===== src/rtl/dite_pkg.sv =====
package dite_pkg;
  localparam int DITE_NLINES = 4;
  localparam int DITE_NPFI = 16;
  localparam int DITE_NEXT = 8;
  localparam int DITE_FIFO_DEPTH = 16;
  localparam int DITE_FIFO_AW = 4;

  // register byte addresses (word index = address / 4)
  localparam logic [7:0] DITE_REG_CTRL = 8'h00;
  localparam logic [7:0] DITE_REG_CFG = 8'h04;
  localparam logic [7:0] DITE_REG_DIV = 8'h08;
  localparam logic [7:0] DITE_REG_DELAY = 8'h0c;
  localparam logic [7:0] DITE_REG_COUNT = 8'h10;
  localparam logic [7:0] DITE_REG_PRETRIG = 8'h14;
  localparam logic [7:0] DITE_REG_LINES = 8'h18;
  localparam logic [7:0] DITE_REG_PFI = 8'h1c;
  localparam logic [7:0] DITE_REG_STATUS = 8'h20;
  localparam logic [7:0] DITE_REG_STATIC = 8'h24;

  // ctrl bits (write-one actions)
  localparam int DITE_CTRL_START = 0;
  localparam int DITE_CTRL_STOP = 1;
  localparam int DITE_CTRL_CLR_OVF = 2;

  // cfg fields
  localparam int DITE_CFG_TB_LSB = 0;     // 3 bits timebase select
  localparam int DITE_CFG_TBEDGE = 3;     // 1 = falling
  localparam int DITE_CFG_EXTCLK = 4;     // external strobe
  localparam int DITE_CFG_CLKEDGE = 5;    // strobe edge, 1 = falling
  localparam int DITE_CFG_FINITE = 6;
  localparam int DITE_CFG_RETRIG = 7;
  localparam int DITE_CFG_HWTRIG = 8;
  localparam int DITE_CFG_TRGEDGE = 9;    // 1 = falling
  localparam int DITE_CFG_REFEN = 10;
  localparam int DITE_CFG_REFEDGE = 11;
  localparam int DITE_CFG_PAUSEEN = 12;
  localparam int DITE_CFG_PAUSELVL = 13;  // 1 = pause while high
  localparam int DITE_CFG_STRIG_LSB = 16; // 3-bit ext line select
  localparam int DITE_CFG_SCLK_LSB = 19;
  localparam int DITE_CFG_REF_LSB = 22;
  localparam int DITE_CFG_PAUSE_LSB = 25;
  localparam int DITE_CFG_TBX_LSB = 28;
  localparam int DITE_SEL_W = 3;

  typedef enum logic [2:0] {
    DITE_TB_100M, DITE_TB_20M, DITE_TB_100K, DITE_TB_BP10M, DITE_TB_EXT
  } dite_tb_t;

  localparam logic [31:0] DITE_CFG_RST = 32'h0000_0000;
  localparam logic [31:0] DITE_DIV_RST = 32'h0000_0001;
  localparam logic [31:0] DITE_DELAY_RST = 32'h0000_0002;
  localparam logic [31:0] DITE_COUNT_RST = 32'h0000_0004;

  // line modes, 2 bits per line
  localparam logic [1:0] DITE_LINE_STATIC = 2'h0;
  localparam logic [1:0] DITE_LINE_OUT = 2'h1;
  localparam logic [1:0] DITE_LINE_WAVE = 2'h2;

  // pfi route codes, 2 bits per pin
  localparam logic [1:0] DITE_PFI_IN = 2'h0;
  localparam logic [1:0] DITE_PFI_STROBE = 2'h1;
  localparam logic [1:0] DITE_PFI_STRIG = 2'h2;
endpackage


===== src/rtl/dite_engine.sv =====
// The register offsets and register access over Wishbone are this design's own decisions.
`timescale 1ns/100ps
// Functional notes
// - each selected strobe edge stores the waveform-mode input lines in the fifo, other lines as zero
// - strobe arriving with fifo full sets a sticky overflow flag
// - strobes are ignored when no acquisition runs
// - strobes are ignored while the pause trigger is active
// - strobe is internal unless an external source is configured
// - start trigger starts engine; finite run stops by hardware or software
// - start-to-run delay in timebase ticks, default two; the divider only starts counting after it
// - timebase chosen from 100M, 20M, 100k, backplane 10M or lines
// - programmable divider on timebase forms the internal strobe
// - timebase edge selectable except for 100M and 20M sources
// - the timebase never reaches any connector pin
// - strobe routed to a function pin is driven inverted
// - finite ends on count, reached after the reference trigger when enabled; continuous on stop
// - retriggerable finite runs a full burst per start pulse
// - start triggers ignored during a burst; then wait for next
// - the reference trigger is never retriggerable
// - start trigger source and edge are selectable
// - start trigger routed out is an active-high pulse
// - all function pins are inputs after reset
// - each line is output, static input or waveform input
// - dma port drains the fifo toward host memory
// - start trigger also begins pretriggered acquisitions
// - pause acts on level, polarity programmable
// - reference trigger armed only after pretrigger samples captured
module dite_engine
  import dite_pkg::*;
(
  input wire logic clk_i,
  input wire logic sys_rst_i,
  input wire logic [31:0] wb_adr_i,
  input wire logic [31:0] wb_dat_i,
  input wire logic [3:0] wb_sel_i,
  input wire logic wb_we_i,
  input wire logic wb_cyc_i,
  input wire logic wb_stb_i,
  output logic [31:0] wb_dat_o,
  output logic wb_ack_o,
  output logic wb_err_o,
  input wire logic tb_100m_i,
  input wire logic tb_20m_i,
  input wire logic tb_100k_i,
  input wire logic tb_bp10m_i,
  input wire logic [DITE_NEXT-1:0] board_sync_bus_line_i,
  input wire logic [DITE_NLINES-1:0] parallel_input_lines_i,
  output logic [DITE_NLINES-1:0] parallel_lines_o,
  output logic [DITE_NLINES-1:0] parallel_lines_oe_o,
  input wire logic [DITE_NPFI-1:0] programmable_function_pin_i,
  output logic [DITE_NPFI-1:0] programmable_function_pin_o,
  output logic [DITE_NPFI-1:0] programmable_function_pin_oe_o,
  output logic [DITE_NLINES-1:0] dma_data_o,
  output logic dma_valid_o,
  input wire logic dma_ready_i,
  output logic running_o
);
  typedef enum logic [2:0] {
    DITE_IDLE, DITE_ARM, DITE_DELAY, DITE_RUN, DITE_WAITTRIG
  } dite_st_t;

  typedef struct packed {
    logic [1:0] [DITE_NEXT-1:0] ext_s;
    logic [1:0] [3:0] tb_s;
    logic [1:0] [DITE_NLINES-1:0] lin_s;
    logic [1:0] [DITE_NPFI-1:0] pfi_s;
    logic tb_prev;
    logic sclk_prev;
    logic strg_prev;
    logic ref_prev;
    dite_st_t st;
    logic [31:0] cfg;
    logic [31:0] div;
    logic [31:0] dly;
    logic [31:0] cnt_set;
    logic [31:0] pre_set;
    logic [31:0] lines_cfg;
    logic [31:0] pfi_cfg;
    logic [DITE_NLINES-1:0] static_out;
    logic [31:0] div_cnt;
    logic [31:0] dly_cnt;
    logic [31:0] smp_cnt;
    logic ref_armed;
    logic ref_seen;
    logic ovf;
    logic strobe_q;
    logic strig_pulse;
    logic [DITE_NLINES-1:0] [DITE_FIFO_DEPTH-1:0] mem;
    logic [DITE_FIFO_AW:0] wp;
    logic [DITE_FIFO_AW:0] rp;
    logic [31:0] rdat;
    logic ack;
    logic err;
    logic [DITE_NLINES-1:0] lines_o;
    logic [DITE_NLINES-1:0] lines_oe;
    logic [DITE_NPFI-1:0] pfi_o;
    logic [DITE_NPFI-1:0] pfi_oe;
    logic [DITE_NLINES-1:0] dma_d;
    logic dma_v;
    logic run_o;
  } dite_state_t;

  dite_state_t s_r, s_nxt;

  logic [DITE_NEXT-1:0] ext;
  logic [DITE_NLINES-1:0] wave_mask;
  logic [DITE_NLINES-1:0] static_mask;
  logic [DITE_NLINES-1:0] out_mask;
  logic [DITE_NPFI-1:0] strobe_route;
  logic [DITE_NPFI-1:0] strig_route;
  logic [DITE_NPFI-1:0] pfi_in_route;

  // per-line and per-pin decode of the mode fields
  genvar gi;
  generate
    for (gi = 0; gi < DITE_NLINES; gi++) begin : g_line
      assign wave_mask[gi] = s_r.lines_cfg[2*gi +: 2] == DITE_LINE_WAVE;
      assign static_mask[gi] = s_r.lines_cfg[2*gi +: 2] == DITE_LINE_STATIC;
      assign out_mask[gi] = s_r.lines_cfg[2*gi +: 2] == DITE_LINE_OUT;
    end
    for (gi = 0; gi < DITE_NPFI; gi++) begin : g_pfi
      assign strobe_route[gi] = s_r.pfi_cfg[2*gi +: 2] == DITE_PFI_STROBE;
      assign strig_route[gi] = s_r.pfi_cfg[2*gi +: 2] == DITE_PFI_STRIG;
      assign pfi_in_route[gi] = s_r.pfi_cfg[2*gi +: 2] == DITE_PFI_IN;
    end
  endgenerate

  // low pfi pins and sync bus lines share the external select space
  assign ext = s_r.ext_s[1] | s_r.pfi_s[1][DITE_NEXT-1:0];

  always_comb begin
    logic tb_lvl, tb_edge, tb_rise, tb_fall, tb_tick;
    logic int_strobe, sclk_lvl, sclk_edge, strobe;
    logic strg_lvl, strg_edge, ref_lvl, ref_edge, pause;
    logic start_evt, finite, hit, fifo_full, fifo_empty, acc;
    logic [DITE_SEL_W-1:0] tbsel;
    logic [DITE_FIFO_AW-1:0] widx;
    logic [7:0] a;
    tb_lvl = 1'b0;
    tb_edge = 1'b0;
    tb_rise = 1'b0;
    tb_fall = 1'b0;
    tb_tick = 1'b0;
    int_strobe = 1'b0;
    sclk_lvl = 1'b0;
    sclk_edge = 1'b0;
    strobe = 1'b0;
    strg_lvl = 1'b0;
    strg_edge = 1'b0;
    ref_lvl = 1'b0;
    ref_edge = 1'b0;
    pause = 1'b0;
    start_evt = 1'b0;
    hit = 1'b0;
    widx = '0;
    a = 8'h00;
    finite = 1'b0;
    tbsel = '0;
    fifo_full = 1'b0;
    fifo_empty = 1'b0;
    acc = 1'b0;
    s_nxt = s_r;
    finite = s_r.cfg[DITE_CFG_FINITE];
    tbsel = s_r.cfg[DITE_CFG_TB_LSB +: DITE_SEL_W];

    s_nxt.ext_s = {s_r.ext_s[0], board_sync_bus_line_i};
    s_nxt.tb_s = {s_r.tb_s[0], {tb_bp10m_i, tb_100k_i, tb_20m_i, tb_100m_i}};
    s_nxt.lin_s = {s_r.lin_s[0], parallel_input_lines_i};
    s_nxt.pfi_s = {s_r.pfi_s[0], programmable_function_pin_i};

    // timebase mux and edge
    unique case (tbsel)
      DITE_TB_100M: tb_lvl = s_r.tb_s[1][0];
      DITE_TB_20M: tb_lvl = s_r.tb_s[1][1];
      DITE_TB_100K: tb_lvl = s_r.tb_s[1][2];
      DITE_TB_BP10M: tb_lvl = s_r.tb_s[1][3];
      default: tb_lvl = ext[s_r.cfg[DITE_CFG_TBX_LSB +: DITE_SEL_W]];
    endcase
    s_nxt.tb_prev = tb_lvl;
    tb_rise = tb_lvl & ~s_r.tb_prev;
    tb_fall = ~tb_lvl & s_r.tb_prev;
    // fast timebases are sampled far below their rate here; only rise used
    tb_edge = (tbsel == DITE_TB_100M || tbsel == DITE_TB_20M) ? tb_rise :
              (s_r.cfg[DITE_CFG_TBEDGE] ? tb_fall : tb_rise);
    tb_tick = tb_edge;

    sclk_lvl = ext[s_r.cfg[DITE_CFG_SCLK_LSB +: DITE_SEL_W]];
    s_nxt.sclk_prev = sclk_lvl;
    sclk_edge = s_r.cfg[DITE_CFG_CLKEDGE] ? (~sclk_lvl & s_r.sclk_prev) :
                (sclk_lvl & ~s_r.sclk_prev);
    strg_lvl = ext[s_r.cfg[DITE_CFG_STRIG_LSB +: DITE_SEL_W]];
    s_nxt.strg_prev = strg_lvl;
    strg_edge = s_r.cfg[DITE_CFG_TRGEDGE] ? (~strg_lvl & s_r.strg_prev) :
                (strg_lvl & ~s_r.strg_prev);
    ref_lvl = ext[s_r.cfg[DITE_CFG_REF_LSB +: DITE_SEL_W]];
    s_nxt.ref_prev = ref_lvl;
    ref_edge = s_r.cfg[DITE_CFG_REFEDGE] ? (~ref_lvl & s_r.ref_prev) :
               (ref_lvl & ~s_r.ref_prev);
    pause = s_r.cfg[DITE_CFG_PAUSEEN] &
            (ext[s_r.cfg[DITE_CFG_PAUSE_LSB +: DITE_SEL_W]] ==
             s_r.cfg[DITE_CFG_PAUSELVL]);

    // divider on the timebase
    if (s_r.st == DITE_RUN && tb_tick) begin
      if (s_r.div_cnt + 32'h1 >= s_r.div) begin
        s_nxt.div_cnt = '0;
        int_strobe = 1'b1;
      end else begin
        s_nxt.div_cnt = s_r.div_cnt + 32'h1;
      end
    end
    strobe = s_r.cfg[DITE_CFG_EXTCLK] ? sclk_edge : int_strobe;

    fifo_full = (s_r.wp[DITE_FIFO_AW] != s_r.rp[DITE_FIFO_AW]) &&
                (s_r.wp[DITE_FIFO_AW-1:0] == s_r.rp[DITE_FIFO_AW-1:0]);
    fifo_empty = s_r.wp == s_r.rp;

    // ignored outside a run and while paused
    hit = strobe && s_r.st == DITE_RUN && !pause;
    s_nxt.strobe_q = hit;

    // hardware start trigger edge; software start enters via the ctrl register
    s_nxt.strig_pulse = 1'b0;
    if (s_r.cfg[DITE_CFG_HWTRIG] && strg_edge) begin
      start_evt = 1'b1;
    end

    // dma drain
    if (s_r.dma_v && dma_ready_i) begin
      s_nxt.dma_v = 1'b0;
      s_nxt.rp = s_r.rp + 1'b1;
    end
    if (!s_nxt.dma_v && s_nxt.rp != s_r.wp) begin
      s_nxt.dma_v = 1'b1;
      for (int i = 0; i < DITE_NLINES; i++) begin
        s_nxt.dma_d[i] = s_r.mem[i][s_nxt.rp[DITE_FIFO_AW-1:0]];
      end
    end

    if (hit) begin
      if (fifo_full) begin
        s_nxt.ovf = 1'b1;
      end else begin
        widx = s_r.wp[DITE_FIFO_AW-1:0];
        for (int i = 0; i < DITE_NLINES; i++) begin
          s_nxt.mem[i][widx] = s_r.lin_s[1][i] & wave_mask[i];
        end
        s_nxt.wp = s_r.wp + 1'b1;
      end
      s_nxt.smp_cnt = s_r.smp_cnt + 32'h1;
      if (s_r.smp_cnt + 32'h1 >= s_r.pre_set) begin
        s_nxt.ref_armed = 1'b1;
      end
    end

    if (s_r.cfg[DITE_CFG_REFEN] && s_r.ref_armed && ref_edge &&
        !s_r.ref_seen && s_r.st == DITE_RUN) begin
      // posttrigger samples follow; no second reference accepted
      s_nxt.ref_seen = 1'b1;
      s_nxt.smp_cnt = s_r.pre_set;
    end

    unique case (s_r.st)
      DITE_IDLE: ;
      DITE_ARM, DITE_WAITTRIG: begin
        if (start_evt || !s_r.cfg[DITE_CFG_HWTRIG]) begin
          s_nxt.st = DITE_DELAY;
          s_nxt.dly_cnt = '0;
          s_nxt.strig_pulse = 1'b1;
        end
      end
      DITE_DELAY: begin
        if (tb_tick) begin
          s_nxt.dly_cnt = s_r.dly_cnt + 32'h1;
          if (s_r.dly_cnt + 32'h1 >= s_r.dly) begin
            s_nxt.st = DITE_RUN;
            s_nxt.div_cnt = '0;
          end
        end
      end
      DITE_RUN: begin
        // triggers during a burst fall through unused
        if (finite && ((s_nxt.smp_cnt >= s_r.cnt_set && !s_r.cfg[DITE_CFG_REFEN])
            || (s_r.ref_seen && s_nxt.smp_cnt >= s_r.cnt_set))) begin
          s_nxt.smp_cnt = '0;
          s_nxt.ref_armed = 1'b0;
          s_nxt.ref_seen = 1'b0;
          s_nxt.st = s_r.cfg[DITE_CFG_RETRIG] ? DITE_WAITTRIG : DITE_IDLE;
        end
      end
      default: s_nxt.st = DITE_IDLE;
    endcase
    if (s_r.st == DITE_WAITTRIG && !s_r.cfg[DITE_CFG_HWTRIG]) begin
      s_nxt.st = DITE_IDLE;
    end

    // wishbone slave, one wait state
    s_nxt.ack = 1'b0;
    s_nxt.err = 1'b0;
    acc = wb_cyc_i && wb_stb_i && !s_r.ack && !s_r.err;
    a = wb_adr_i[7:0];
    if (acc) begin
      s_nxt.rdat = '0;
      s_nxt.ack = 1'b1;
      unique case (a)
        DITE_REG_CTRL: ;
        DITE_REG_CFG: s_nxt.rdat = s_r.cfg;
        DITE_REG_DIV: s_nxt.rdat = s_r.div;
        DITE_REG_DELAY: s_nxt.rdat = s_r.dly;
        DITE_REG_COUNT: s_nxt.rdat = s_r.cnt_set;
        DITE_REG_PRETRIG: s_nxt.rdat = s_r.pre_set;
        DITE_REG_LINES: s_nxt.rdat = s_r.lines_cfg;
        DITE_REG_PFI: s_nxt.rdat = s_r.pfi_cfg;
        DITE_REG_STATUS: s_nxt.rdat = {s_r.smp_cnt[15:0], 8'h00,
            s_r.ref_armed, fifo_full, fifo_empty, s_r.ovf,
            1'b0, s_r.st};
        DITE_REG_STATIC: s_nxt.rdat = {24'h000000,
            s_r.lin_s[1] & static_mask, s_r.static_out};
        default: begin
          s_nxt.ack = 1'b0;
          s_nxt.err = 1'b1;
        end
      endcase
      if (wb_we_i && s_nxt.ack && wb_sel_i[0]) begin
        unique case (a)
          DITE_REG_CTRL: begin
            if (wb_dat_i[DITE_CTRL_START] && s_r.st == DITE_IDLE) begin
              s_nxt.st = DITE_ARM;
              s_nxt.smp_cnt = '0;
            end
            if (wb_dat_i[DITE_CTRL_STOP]) begin
              s_nxt.st = DITE_IDLE;
              s_nxt.smp_cnt = '0;
              s_nxt.ref_armed = 1'b0;
              s_nxt.ref_seen = 1'b0;
            end
            // a new overflow in this cycle outranks the clear
            if (wb_dat_i[DITE_CTRL_CLR_OVF] && !(hit && fifo_full)) begin
              s_nxt.ovf = 1'b0;
            end
          end
          DITE_REG_CFG: s_nxt.cfg = wb_dat_i;
          DITE_REG_DIV: s_nxt.div = wb_dat_i;
          DITE_REG_DELAY: s_nxt.dly = wb_dat_i;
          DITE_REG_COUNT: s_nxt.cnt_set = wb_dat_i;
          DITE_REG_PRETRIG: s_nxt.pre_set = wb_dat_i;
          DITE_REG_LINES: s_nxt.lines_cfg = wb_dat_i;
          DITE_REG_PFI: s_nxt.pfi_cfg = wb_dat_i;
          DITE_REG_STATIC: s_nxt.static_out = wb_dat_i[DITE_NLINES-1:0];
          default: ;
        endcase
      end
    end

    // pin drivers; the timebase has no route here
    s_nxt.lines_o = s_r.static_out & out_mask;
    s_nxt.lines_oe = out_mask;
    s_nxt.pfi_oe = ~pfi_in_route;
    s_nxt.pfi_o = ({DITE_NPFI{~s_r.strobe_q}} & strobe_route) |
                  ({DITE_NPFI{s_r.strig_pulse}} & strig_route);
    s_nxt.run_o = s_r.st != DITE_IDLE;
  end

  always_ff @(posedge clk_i) begin
    if (sys_rst_i) begin
      s_r <= '0;
      s_r.st <= DITE_IDLE;
      s_r.cfg <= DITE_CFG_RST;
      s_r.div <= DITE_DIV_RST;
      s_r.dly <= DITE_DELAY_RST;
      s_r.cnt_set <= DITE_COUNT_RST;
    end else begin
      s_r <= s_nxt;
    end
  end

  assign wb_dat_o = s_r.rdat;
  assign wb_ack_o = s_r.ack;
  assign wb_err_o = s_r.err;
  assign parallel_lines_o = s_r.lines_o;
  assign parallel_lines_oe_o = s_r.lines_oe;
  assign programmable_function_pin_o = s_r.pfi_o;
  assign programmable_function_pin_oe_o = s_r.pfi_oe;
  assign dma_data_o = s_r.dma_d;
  assign dma_valid_o = s_r.dma_v;
  assign running_o = s_r.run_o;
endmodule


===== config.mk =====
export PLATFORM = sky130hd
export DESIGN_NAME = dite_engine
export DESIGN_NICKNAME = d
export VERILOG_FILES = /design/src/rtl/dite_pkg.sv /design/src/rtl/dite_engine.sv
export SDC_FILE = /design/constraint.sdc
export NUM_CORES = 1
export LEC_CHECK = 0
export BUFFER_PORTS_ARGS = -buffer_cell sky130_fd_sc_hd__buf_2
export CORE_MARGIN = 1
export CORE_UTILIZATION = 25
export DETAILED_ROUTE_END_ITERATION = 12
export SKIP_CTS_REPAIR_TIMING = 1
export SLEW_MARGIN = 20
export SYNTH_ARGS = -nofsm -noshare
export SYNTH_HDL_FRONTEND = slang
export SYNTH_SLANG_ARGS = --single-unit
export TNS_END_PERCENT = 1

===== constraint.sdc =====
create_clock -name clk_i -period 8.9 [get_ports clk_i]
set_clock_uncertainty 0.15 [all_clocks]
set_input_delay 0.445 -clock clk_i [delete_from_list [all_inputs] [get_ports clk_i]]
set_output_delay 0.445 -clock clk_i [all_outputs]
set_load 0.005 [all_outputs]

# Yosys cells after proc, flatten, opt, wreduce, memory -nomap -nowiden
# Cells that the tools add are included.
# op_classes
n_addsub	5
magnitude_cmp	12
eq_ne	63
n_mux	82
bitwise_logic	32
n_reduce_logical	74
# op_table
cell	count
two-way mux 231 bit	2
two-way mux 32 bit	14
case mux 32 bit (9 select lines)	1
>= comparator 32 bit	4
two-way mux 35 bit	3
two-way mux 34 bit	3
adder 32 x 1 -> 32 bit, second input constant	3
bitwise mux 16 bit	4
two-way mux 64 bit	1
case mux 32 bit (2 select lines)	1
== test 2 x 1 -> 1 bit, second input constant	20
== test 2 bit, second input constant	20
logical NOT 2 bit	20
two-way mux 33 bit	1
bitwise AND 16 bit	2
== test 8 x 5 -> 1 bit, second input constant	4
two-way mux 1 bit	27
two-way mux 3 bit	9
AND reduction 3 bit	9
logical AND 1 bit	24
less-than comparator 3 x 4 -> 1 bit, second input constant	5
binary-select mux 1 bit (select 4 bit)	4
== test 8 x 4 -> 1 bit, second input constant	2
== test 8 x 6 -> 1 bit, second input constant	2
35 further kinds	83
# word_totals
regBits	538
in_bits	106
out_inout_bits	80
wordCells	313

# Depth between registers and ports, before layout
# Gate-level depths: netlist of the first run.
# logic_depth
depth_word	27
depth_mapped	31
depth_no_buf	25

# Worst setup path after synthesis of the first run
# Ideal clock, no wire load.
# synth_timing
path_type	reg-to-reg
startpoint	reg s_r[226] (netlist name)
endpoint	reg s_r[160] (netlist name)
setup_ns	0.086
arrival_ns	6.115
t_required_ns	8.664
slack_ns	2.549
path_stages_with_launch	29
n_path_buf	4
period_less_slack_ns	6.351
cell_sequence	dfxtp_1 -> and4_1 -> nand4_1 -> nor4b_2 -> and3_1 -> clkbuf_1 -> and3_1 -> xor2_1 -> ha_1 -> nand4_1 -> nor2_1 -> a221o_1 -> a211o_1 -> o221ai_4 -> buf_6 -> buf_6 -> a211oi_2 -> xnor2_1 -> a21oi_1 -> ha_1 -> a21oi_1 -> nor2_1 -> a2111oi_0 -> a21oi_1 -> or3_1 -> o211ai_1 -> nand2_1 -> clkbuf_1 -> a211oi_1
# synth_between
elab_chain_len	20
elab_cells_between_ends	21
cone_classes	add/sub (1); order compare (2); mux (12); reduce/logical (6)
# synth_rtl
item	line	rtl
start, declared	dite_engine.sv:103	dite_state_t s_r, s_nxt;
start signal, assigned	dite_engine.sv:373	s_r <= s_nxt;
adder 32 x 1 -> 32 bit *	dite_engine.sv:205	if (s_r.div_cnt + 32'h1 >= s_r.div) begin
>= comparator 32 bit *	dite_engine.sv:205	
two-way mux 1 bit *	dite_engine.sv:205	
two-way mux 1 bit *	dite_engine.sv:204	if (s_r.st == DITE_RUN && tb_tick) begin
two-way mux 1 bit *	dite_engine.sv:212	strobe = s_r.cfg[DITE_CFG_EXTCLK] ? sclk_edge : int_strobe;
logical AND 1 bit * (2 in series)	dite_engine.sv:219	hit = strobe && s_r.st == DITE_RUN && !pause;
two-way mux 33 bit *	dite_engine.sv:240	if (hit) begin
two-way mux 32 bit *	dite_engine.sv:256	if (s_r.cfg[DITE_CFG_REFEN] && s_r.ref_armed && ref_edge &&
(+3 left out)	--	
logical AND 1 bit	dite_engine.sv:283	if (finite && ((s_nxt.smp_cnt >= s_r.cnt_set && !s_r.cfg[DITE_CFG_REFEN])
two-way mux 34 bit	dite_engine.sv:283	
two-way mux 34 bit *	dite_engine.sv:263	unique case (s_r.st)
two-way mux 32 bit	dite_engine.sv:327	if (wb_dat_i[DITE_CTRL_START] && s_r.st == DITE_IDLE) begin
two-way mux 34 bit	dite_engine.sv:331	if (wb_dat_i[DITE_CTRL_STOP]) begin
two-way mux 35 bit	dite_engine.sv:325	unique case (a)
two-way mux 35 bit	dite_engine.sv:324	if (wb_we_i && s_nxt.ack && wb_sel_i[0]) begin
two-way mux 35 bit *	dite_engine.sv:302	if (acc) begin
# Mark *: on every way between the ends. The rest lies on a longest branch, timed or not.
# A chain may end at the register's enable or synchronous reset.

# Worst setup path in the final report of the first run
# layout_timing
startpoint	reg s_r[223] (netlist name)
endpoint	reg s_r[190] (netlist name)
# The elaborated chain is that of the path after synthesis.

==> flow_metrics.py, run 1 <==
metrics = {
    "critical_path": {
        "cp.required_ns": 9.31,
        "arrival_ns": 7.91,
        "critPathLaunchType": "flip-flop",
        "worstPathMaxFanout": 32,
        "endpoint_kind": "flip-flop",
        "r2r_cells": 26,
        "crit_type": "reg2reg",
        "rr_endpoint": "s_r[190]$_SDFF_PP0_",
        "reg2reg_from": "s_r[223]$_SDFF_PP0_",
        "ff2ff_setup_slack_ns": 1.41,
    },
    "floorplan": {
        "initial_core_util_pct": 25.22,
        "die_area_um2": 113000,
        "die_x_um": 336.1,
        "fp-row-count": 122,
        "die_y_um": 336.1,
        "io_pins": 186,
        "core_um2": 110700,
    },
    "yosys": {
        "synth_edf_count": 0,
        "synth.area.top_cells": "dfxtp_1 (39%), nand2_1 (7.3%), a21oi_1 (6.8%)",
        "async_flop_share_pct": 0,
        "yosysTopAreaCell": "dfxtp_1",
        "ys_warn_count": 0,
        "syn-cell-area_um2": 27910,
        "yosysUniqueCellTypes": 80,
        "postSynthAreaPerCell_um2": 8.350,
        "synth_flop_cell": "dfxtp_1",
        "synth_top_area_share_pct": 38.59,
        "synth.net_count": 3585,
        "ys_ff_latch": 538,
        "netlist_instances": 3343,
        "yosysSeqAreaShare_pct": 38.59,
    },
    "layout": {
        "syn_to_final_growth_pct": 14.26,
        "multi_input_area_um2": 15240,
        "drive_gt1_share_pct": 11.91,
        "seqCellArea_um2": 10770,
        "fill_cells": 11670,
        "fin_nets": 3578,
        "final_cell_mix": "nand2_1 (538), dfxtp_1 (538), a21oi_1 (381)",
    },
    "place": {
        "port_buffers": 150,
        "pre_cts_ws_ns": 1.515,
        "globalplace.congestion": 0.9168,
        "hpwl_um": 66200,
    },
    "timing": {
        "finalSetupViolations": 0,
        "post-route-period-util_pct": 84.21,
        "worst_slew_pin_slew_ns": 1.120,
        "hold_violations": 2,
        "final.min_clock_period_ns": 7.495,
        "setup_ws_ns": 1.405,
        "whs_ns": -0.003866,
        "slew_headroom_pct": 25.09,
        "drv_slew": 0,
        "setup_tns_ns": 0,
        "rsz0062_at_grt": "no",
        "fmax_mhz": 133.4,
    },
    "detailed_routing": {
        "drt-initial-drc-count": 2785,
        "ant_nets": 0,
        "vias": 24540,
        "vias_per_cell": 5.033,
        "route.detailed.drc": 0,
        "routedWlPerCell_um": 19.55,
        "wl_um": 95330,
        "firstDrtPassIters": 9,
    },
    "hold_path": {
        "hold_depth": 3,
        "min_path_type": "in2reg",
        "hp-start": "wb_dat_i[9]",
        "hold-path-endpoint": "s_r[332]$_SDFFE_PP0P_",
    },
    "clock_network": {
        "clk_pin_slew_worst_paths_ns": 0.06,
        "cts_max_level": 2,
        "cts_buffer_depth": 3,
        "worstSkewPairLatency_ns": 0.66,
        "cts_made_buffers": 56,
        "cts.sinks": 538,
        "cts_tree": "yes",
        "clock-root-buffer": "clkbuf_16",
    },
    "grt": {
        "grt-ovfl-total": 0,
        "grt_first_pass_wirelength_um": 142400,
        "grt_max_degree": 143,
        "grt_antenna_before_repair": 10,
        "grt_pass1_vias": 22490,
        "grt_usage_pct": 16.46,
    },
    "outcome": {
        "violations": "negative hold slack",
        "outcome": "finished, violations left",
    },
    "pwr": {
        "irDropWorstVdd_v": 0.0001473,
        "p_per_area_nw_per_um2": 162.0,
        "p_leak_uw": 0.01143,
    },
    "flow_run": {
        "drv_cap": 0,
    },
}
routing by layer:
metal / wire (um) / share of wire, % / track usage, % / vias up
li1: - / - / - / 11470
met1: 43590 / 46 / 24.17 / 11810
met2: 38300 / 40 / 22.85 / 1112
met3: 11020 / 12 / 4.602 / 149
met4: 2371 / 2.5 / 4.984 / 10
met5: 54 / 0.057 / 0 / -
where the power goes:
group	internal (uW)	total, uW	switching [uW]
Combinational	47.2	151	103
Clock	1500	2590	1100
Sequential	2420	2420	2.81
Total	3960	5170	1200
logic make-up after synthesis:
kind of cell / Yosys count / synth area share [%]
AOI/OAI and AO/OA: 769 / 18.23
xor gates and xnor gates: 135 / 4.236
adders and majority gates: 136 / 6.096
buffers and inverters: 438 / 7.190
DFF: 538 / 38.59
muxes: 115 / 5.518
and+or+nand+nor: 1212 / 20.15
cell type report:
class | count | area share [%]
Antenna cell | 4 | 0.03138
Sequential cell | 538 | 33.77
Multi-Input combinational cell | 2367 | 47.80
Clock buffer | 71 | 4.821
Timing Repair Buffer | 228 | 4.535
Inverter | 145 | 1.706
Tap cell | 1488 | 5.837
Clock inverter | 35 | 1.502
metrics by stage:
stage               cells  util, %  total power [uW]  instance area (um^2)  hold WS, ns
finish               4876    28.82              5166                 31890    -0.003866
global route         4875    28.82              5316                 31890     0.005278
CTS                  4832    28.45              5184                 31480      -0.1819
detailed placement   4726    26.63              2607                 29470       0.2727
global placement     4726    26.63              2607                 29470       0.2709
floorplan            3343        -              2543                 27910       0.2638
worst max-delay path by stage:
stage / cells past startpoint / end / start / slack (ns)
5_1_grt: 26 / s_r[171]$_SDFF_PP0_ / s_r[223]$_SDFF_PP0_ / 0.87
3_5_place_dp: 26 / s_r[188]$_SDFF_PP0_ / s_r[223]$_SDFF_PP0_ / 1.52
2_1_floorplan: 28 / s_r[160]$_SDFF_PP0_ / s_r[226]$_SDFF_PP0_ / 2.55
6_report: 26 / s_r[190]$_SDFF_PP0_ / s_r[223]$_SDFF_PP0_ / 1.41
4_1_cts: 26 / s_r[176]$_SDFF_PP0_ / s_r[223]$_SDFF_PP0_ / 1.47
3_3_place_gp: 26 / s_r[185]$_SDFF_PP0_ / s_r[223]$_SDFF_PP0_ / 1.51
state kept, by name, summed over array words and instances, names as in the netlist, 4 cells and up:
signal                          count
s_r                               434
wb_dat_o                           32
s_nxt                              24
programmable_function_pin_o        16
programmable_function_pin_oe_o     16
dma_data_o                          4
parallel_lines_o                    4
parallel_lines_oe_o                 4
critical path, stage by stage (launching register included):
cell	delay [ns]
dfxtp_1	0.41
ha_1	0.32
nand4_1	0.37
nor4b_2	0.61
and3_1	0.36
and3_1	0.25
xor2_1	0.16
ha_1	0.24
nand4_1	0.14
nor2_1	0.06
a221o_1	0.29
a211o_1	0.36
o221ai_4	0.22
buf_4	0.42
a211oi_2	0.14
xnor2_1	0.21
a21oi_1	0.10
ha_1	0.32
a21oi_1	0.16
nor2_1	0.05
a2111oi_0	0.37
a21oi_1	0.17
or3_1	0.46
o211ai_1	0.39
nand2_1	0.10
buf_4	0.27
a211oi_1	0.24
cells in the mapped netlist (5+ instances only):
cell type  instances
a21oi_1          381
a22oi_1           94
a211oi_1          40
and4_1            10
or2_2              5
inv_1            144
o21a_1             9
nor3_1            27
a311oi_1           5
xnor2_1           87
and3_1            37
mux4_2            31
nand4_1           36
nand2b_1          75
dfxtp_1          538
nor3b_1            8
nor2b_1           63
nand3_2            6
a222oi_1          13
a211oi_2          12
buf_4             83
buf_2             16
or4_1              5
nand3b_1          17
mux2i_1           83
o211ai_1           6
a22o_1            15
nor2_1           276
o21ai_0           59
a41oi_1            9
nand2_1          544
a31oi_1           33
nand3_1           44
or3_1              7
a221oi_1          15
a21o_1            32
ha_1             136
xor2_1            48
a2111oi_4         11
and2_1            17
nor4_1            15
clkbuf_1         185
Note: power is estimated with default switching activity, not from simulation.
==> inputs of run 2 (changes only) <==
==> constraint.sdc (replaced) <==
create_clock -name clk_i -period 6.2 [get_ports clk_i]
set_clock_uncertainty 0.15 [all_clocks]
set_input_delay 0.31 -clock clk_i [delete_from_list [all_inputs] [get_ports clk_i]]
set_output_delay 0.31 -clock clk_i [all_outputs]
set_load 0.005 [all_outputs]
==> flow_metrics.py, run 2 (synthesized netlist as in run 1, its figures left out) <==
metrics = {
    "grt": {
        "grt-ovfl-total": 0,
        "grt_pass1_vias": 22450,
        "grt_usage_pct": 16.54,
        "grt_max_degree": 208,
        "grt_antenna_before_repair": 5,
        "grt_first_pass_wirelength_um": 142500,
    },
    "floorplan": {
        "fp-row-count": 122,
        "die_x_um": 336.1,
        "io_pins": 186,
        "core_um2": 110700,
        "initial_core_util_pct": 25.22,
        "die_y_um": 336.1,
        "die_area_um2": 113000,
    },
    "layout": {
        "syn_to_final_growth_pct": 18.79,
        "design_area_um2": 33160,
        "postLayoutCoreUtil_pct": 29.96,
        "seqCellArea_um2": 10770,
        "multi_input_area_um2": 15530,
        "fill_cells": 11620,
        "largest_reg_flops": 434,
        "regMostFlops": "s_r",
        "drive_gt1_share_pct": 15.16,
        "fin_nets": 3672,
        "final_cell_mix": "nand2_1 (535), dfxtp_1 (535), a21oi_1 (377)",
    },
    "place": {
        "port_buffers": 150,
        "globalplace.congestion": 0.9517,
        "hpwl_um": 67590,
        "place_area_um2": 30000,
    },
    "clock_network": {
        "cts_max_level": 2,
        "worstSkewPairLatency_ns": 0.66,
        "clk_pin_slew_worst_paths_ns": 0.06,
        "cts_buffer_depth": 3,
        "cts.sinks": 538,
        "cts_made_buffers": 57,
        "clock-root-buffer": "clkbuf_16",
        "cts_tree": "yes",
    },
    "pwr": {
        "p_per_area_nw_per_um2": 228.6,
        "clockPowerShare_pct": 51.0,
        "p_leak_uw": 0.01206,
        "power_uw": 7581,
        "comb_power_share_pct": 3.2,
        "p_switching_uw": 1746,
        "irDropWorstVdd_v": 0.0002253,
        "p_int_uw": 5835,
        "p_sw_share_pct": 23.03,
        "power.share.sequential_pct": 45.8,
    },
    "critical_path": {
        "cp.required_ns": 6.60,
        "critPathLaunchType": "flip-flop",
        "crit_type": "reg2reg",
        "endpoint_kind": "flip-flop",
        "cp_slowest_stage_delay_ns": 0.43,
        "slowest_stage": "or3_4",
        "worstPathMaxFanout": 8,
        "arrival_ns": 6.83,
    },
    "timing": {
        "hold_violations": 0,
        "fmax_mhz": 155.6,
        "setup_ws_ns": -0.2286,
        "finalSetupViolations": 32,
        "post-route-period-util_pct": 103.7,
        "rsz0062_at_grt": "yes",
        "final.min_clock_period_ns": 6.429,
        "drv_slew": 0,
        "slew_headroom_pct": 26.16,
        "worst_slew_pin_slew_ns": 1.104,
    },
    "detailed_routing": {
        "vias_per_cell": 5.011,
        "wl_um": 98260,
        "firstDrtPassIters": 6,
        "route.detailed.drc": 0,
        "vias": 24900,
        "ant_nets": 0,
        "drt-initial-drc-count": 2748,
        "routedWlPerCell_um": 19.78,
    },
    "outcome": {
        "outcome": "finished, violations left",
        "violations": "negative setup slack",
    },
    "hold_path": {
        "min_path_type": "in2reg",
    },
    "flow_run": {
        "drv_cap": 0,
    },
}
[run 2: final timing paths]
path | start | endpoint | slack, ns | cells past startpoint
max | s_r[227]$_SDFF_PP0_ | s_r[180]$_SDFF_PP0_ | -0.23 | 29
min | sys_rst_i | s_nxt[527]$_SDFF_PP0_ | 0.03 | 2
max reg2reg | s_r[227]$_SDFF_PP0_ | s_r[180]$_SDFF_PP0_ | -0.23 | 29
min reg2reg | s_nxt[548]$_SDFF_PP0_ | s_r[548]$_SDFF_PP0_ | 0.29 | 1
[run 2: power by group through the flow]
| stage | sequential (uW) | combinational (uW) | clock, uW |
|---|---|---|---|
| 2_1_floorplan | 3550 | 99.8 | 0 |
| 3_3_place_gp | 3550 | 193 | 0 |
| 3_5_place_dp | 3550 | 193 | 0 |
| 4_1_cts | 3480 | 194 | 3920 |
| 5_1_grt | 3470 | 252 | 4060 |
| 6_report | 3480 | 242 | 3860 |
[run 2: metal layers]
metal / global-route usage, % / wire, um / vias to the layer above
li1: - / - / 11660
met1: 23.78 / 44020 / 11850
met2: 23.08 / 39700 / 1211
met5: 0 / 41 / -
met4: 4.780 / 2672 / 6
met3: 5.421 / 11820 / 169
[run 2: critical path: cells and delay by family, from the launching register on]
| family | cells | cell delay (ns) |
|---|---|---|
| compound gates | 9 | 1.75 |
| xor+xnor | 2 | 0.47 |
| fa+ha+maj | 2 | 0.60 |
| buf+inv | 5 | 0.83 |
| flops | 1 | 0.33 |
| simple gates | 11 | 2.16 |
[run 2: area by class of cell]
cell class / instances / area share [%]
Inverter: 145 / 1.642
Tap cell: 1488 / 5.615
Antenna cell: 3 / 0.02264
Clock buffer: 75 / 4.777
Sequential cell: 538 / 32.49
Multi-Input combinational cell: 2367 / 46.85
Clock inverter: 31 / 1.600
Timing Repair Buffer: 321 / 7.000
[run 2: through the flow]
stage / cells / worst slack (ns) / TNS [ns] / hold WS (ns)
after global placement: 4790 / -0.04118 / -0.8766 / 0.2723
after floorplan: 3343 / -0.01620 / -0.2886 / 0.2638
after global routing: 4966 / -0.4358 / -13.70 / 0.06166
after detailed placement: 4790 / -0.1697 / -4.124 / 0.2756
final: 4968 / -0.2286 / -5.420 / 0.03009
after CTS: 4896 / -0.2498 / -6.083 / -0.3353
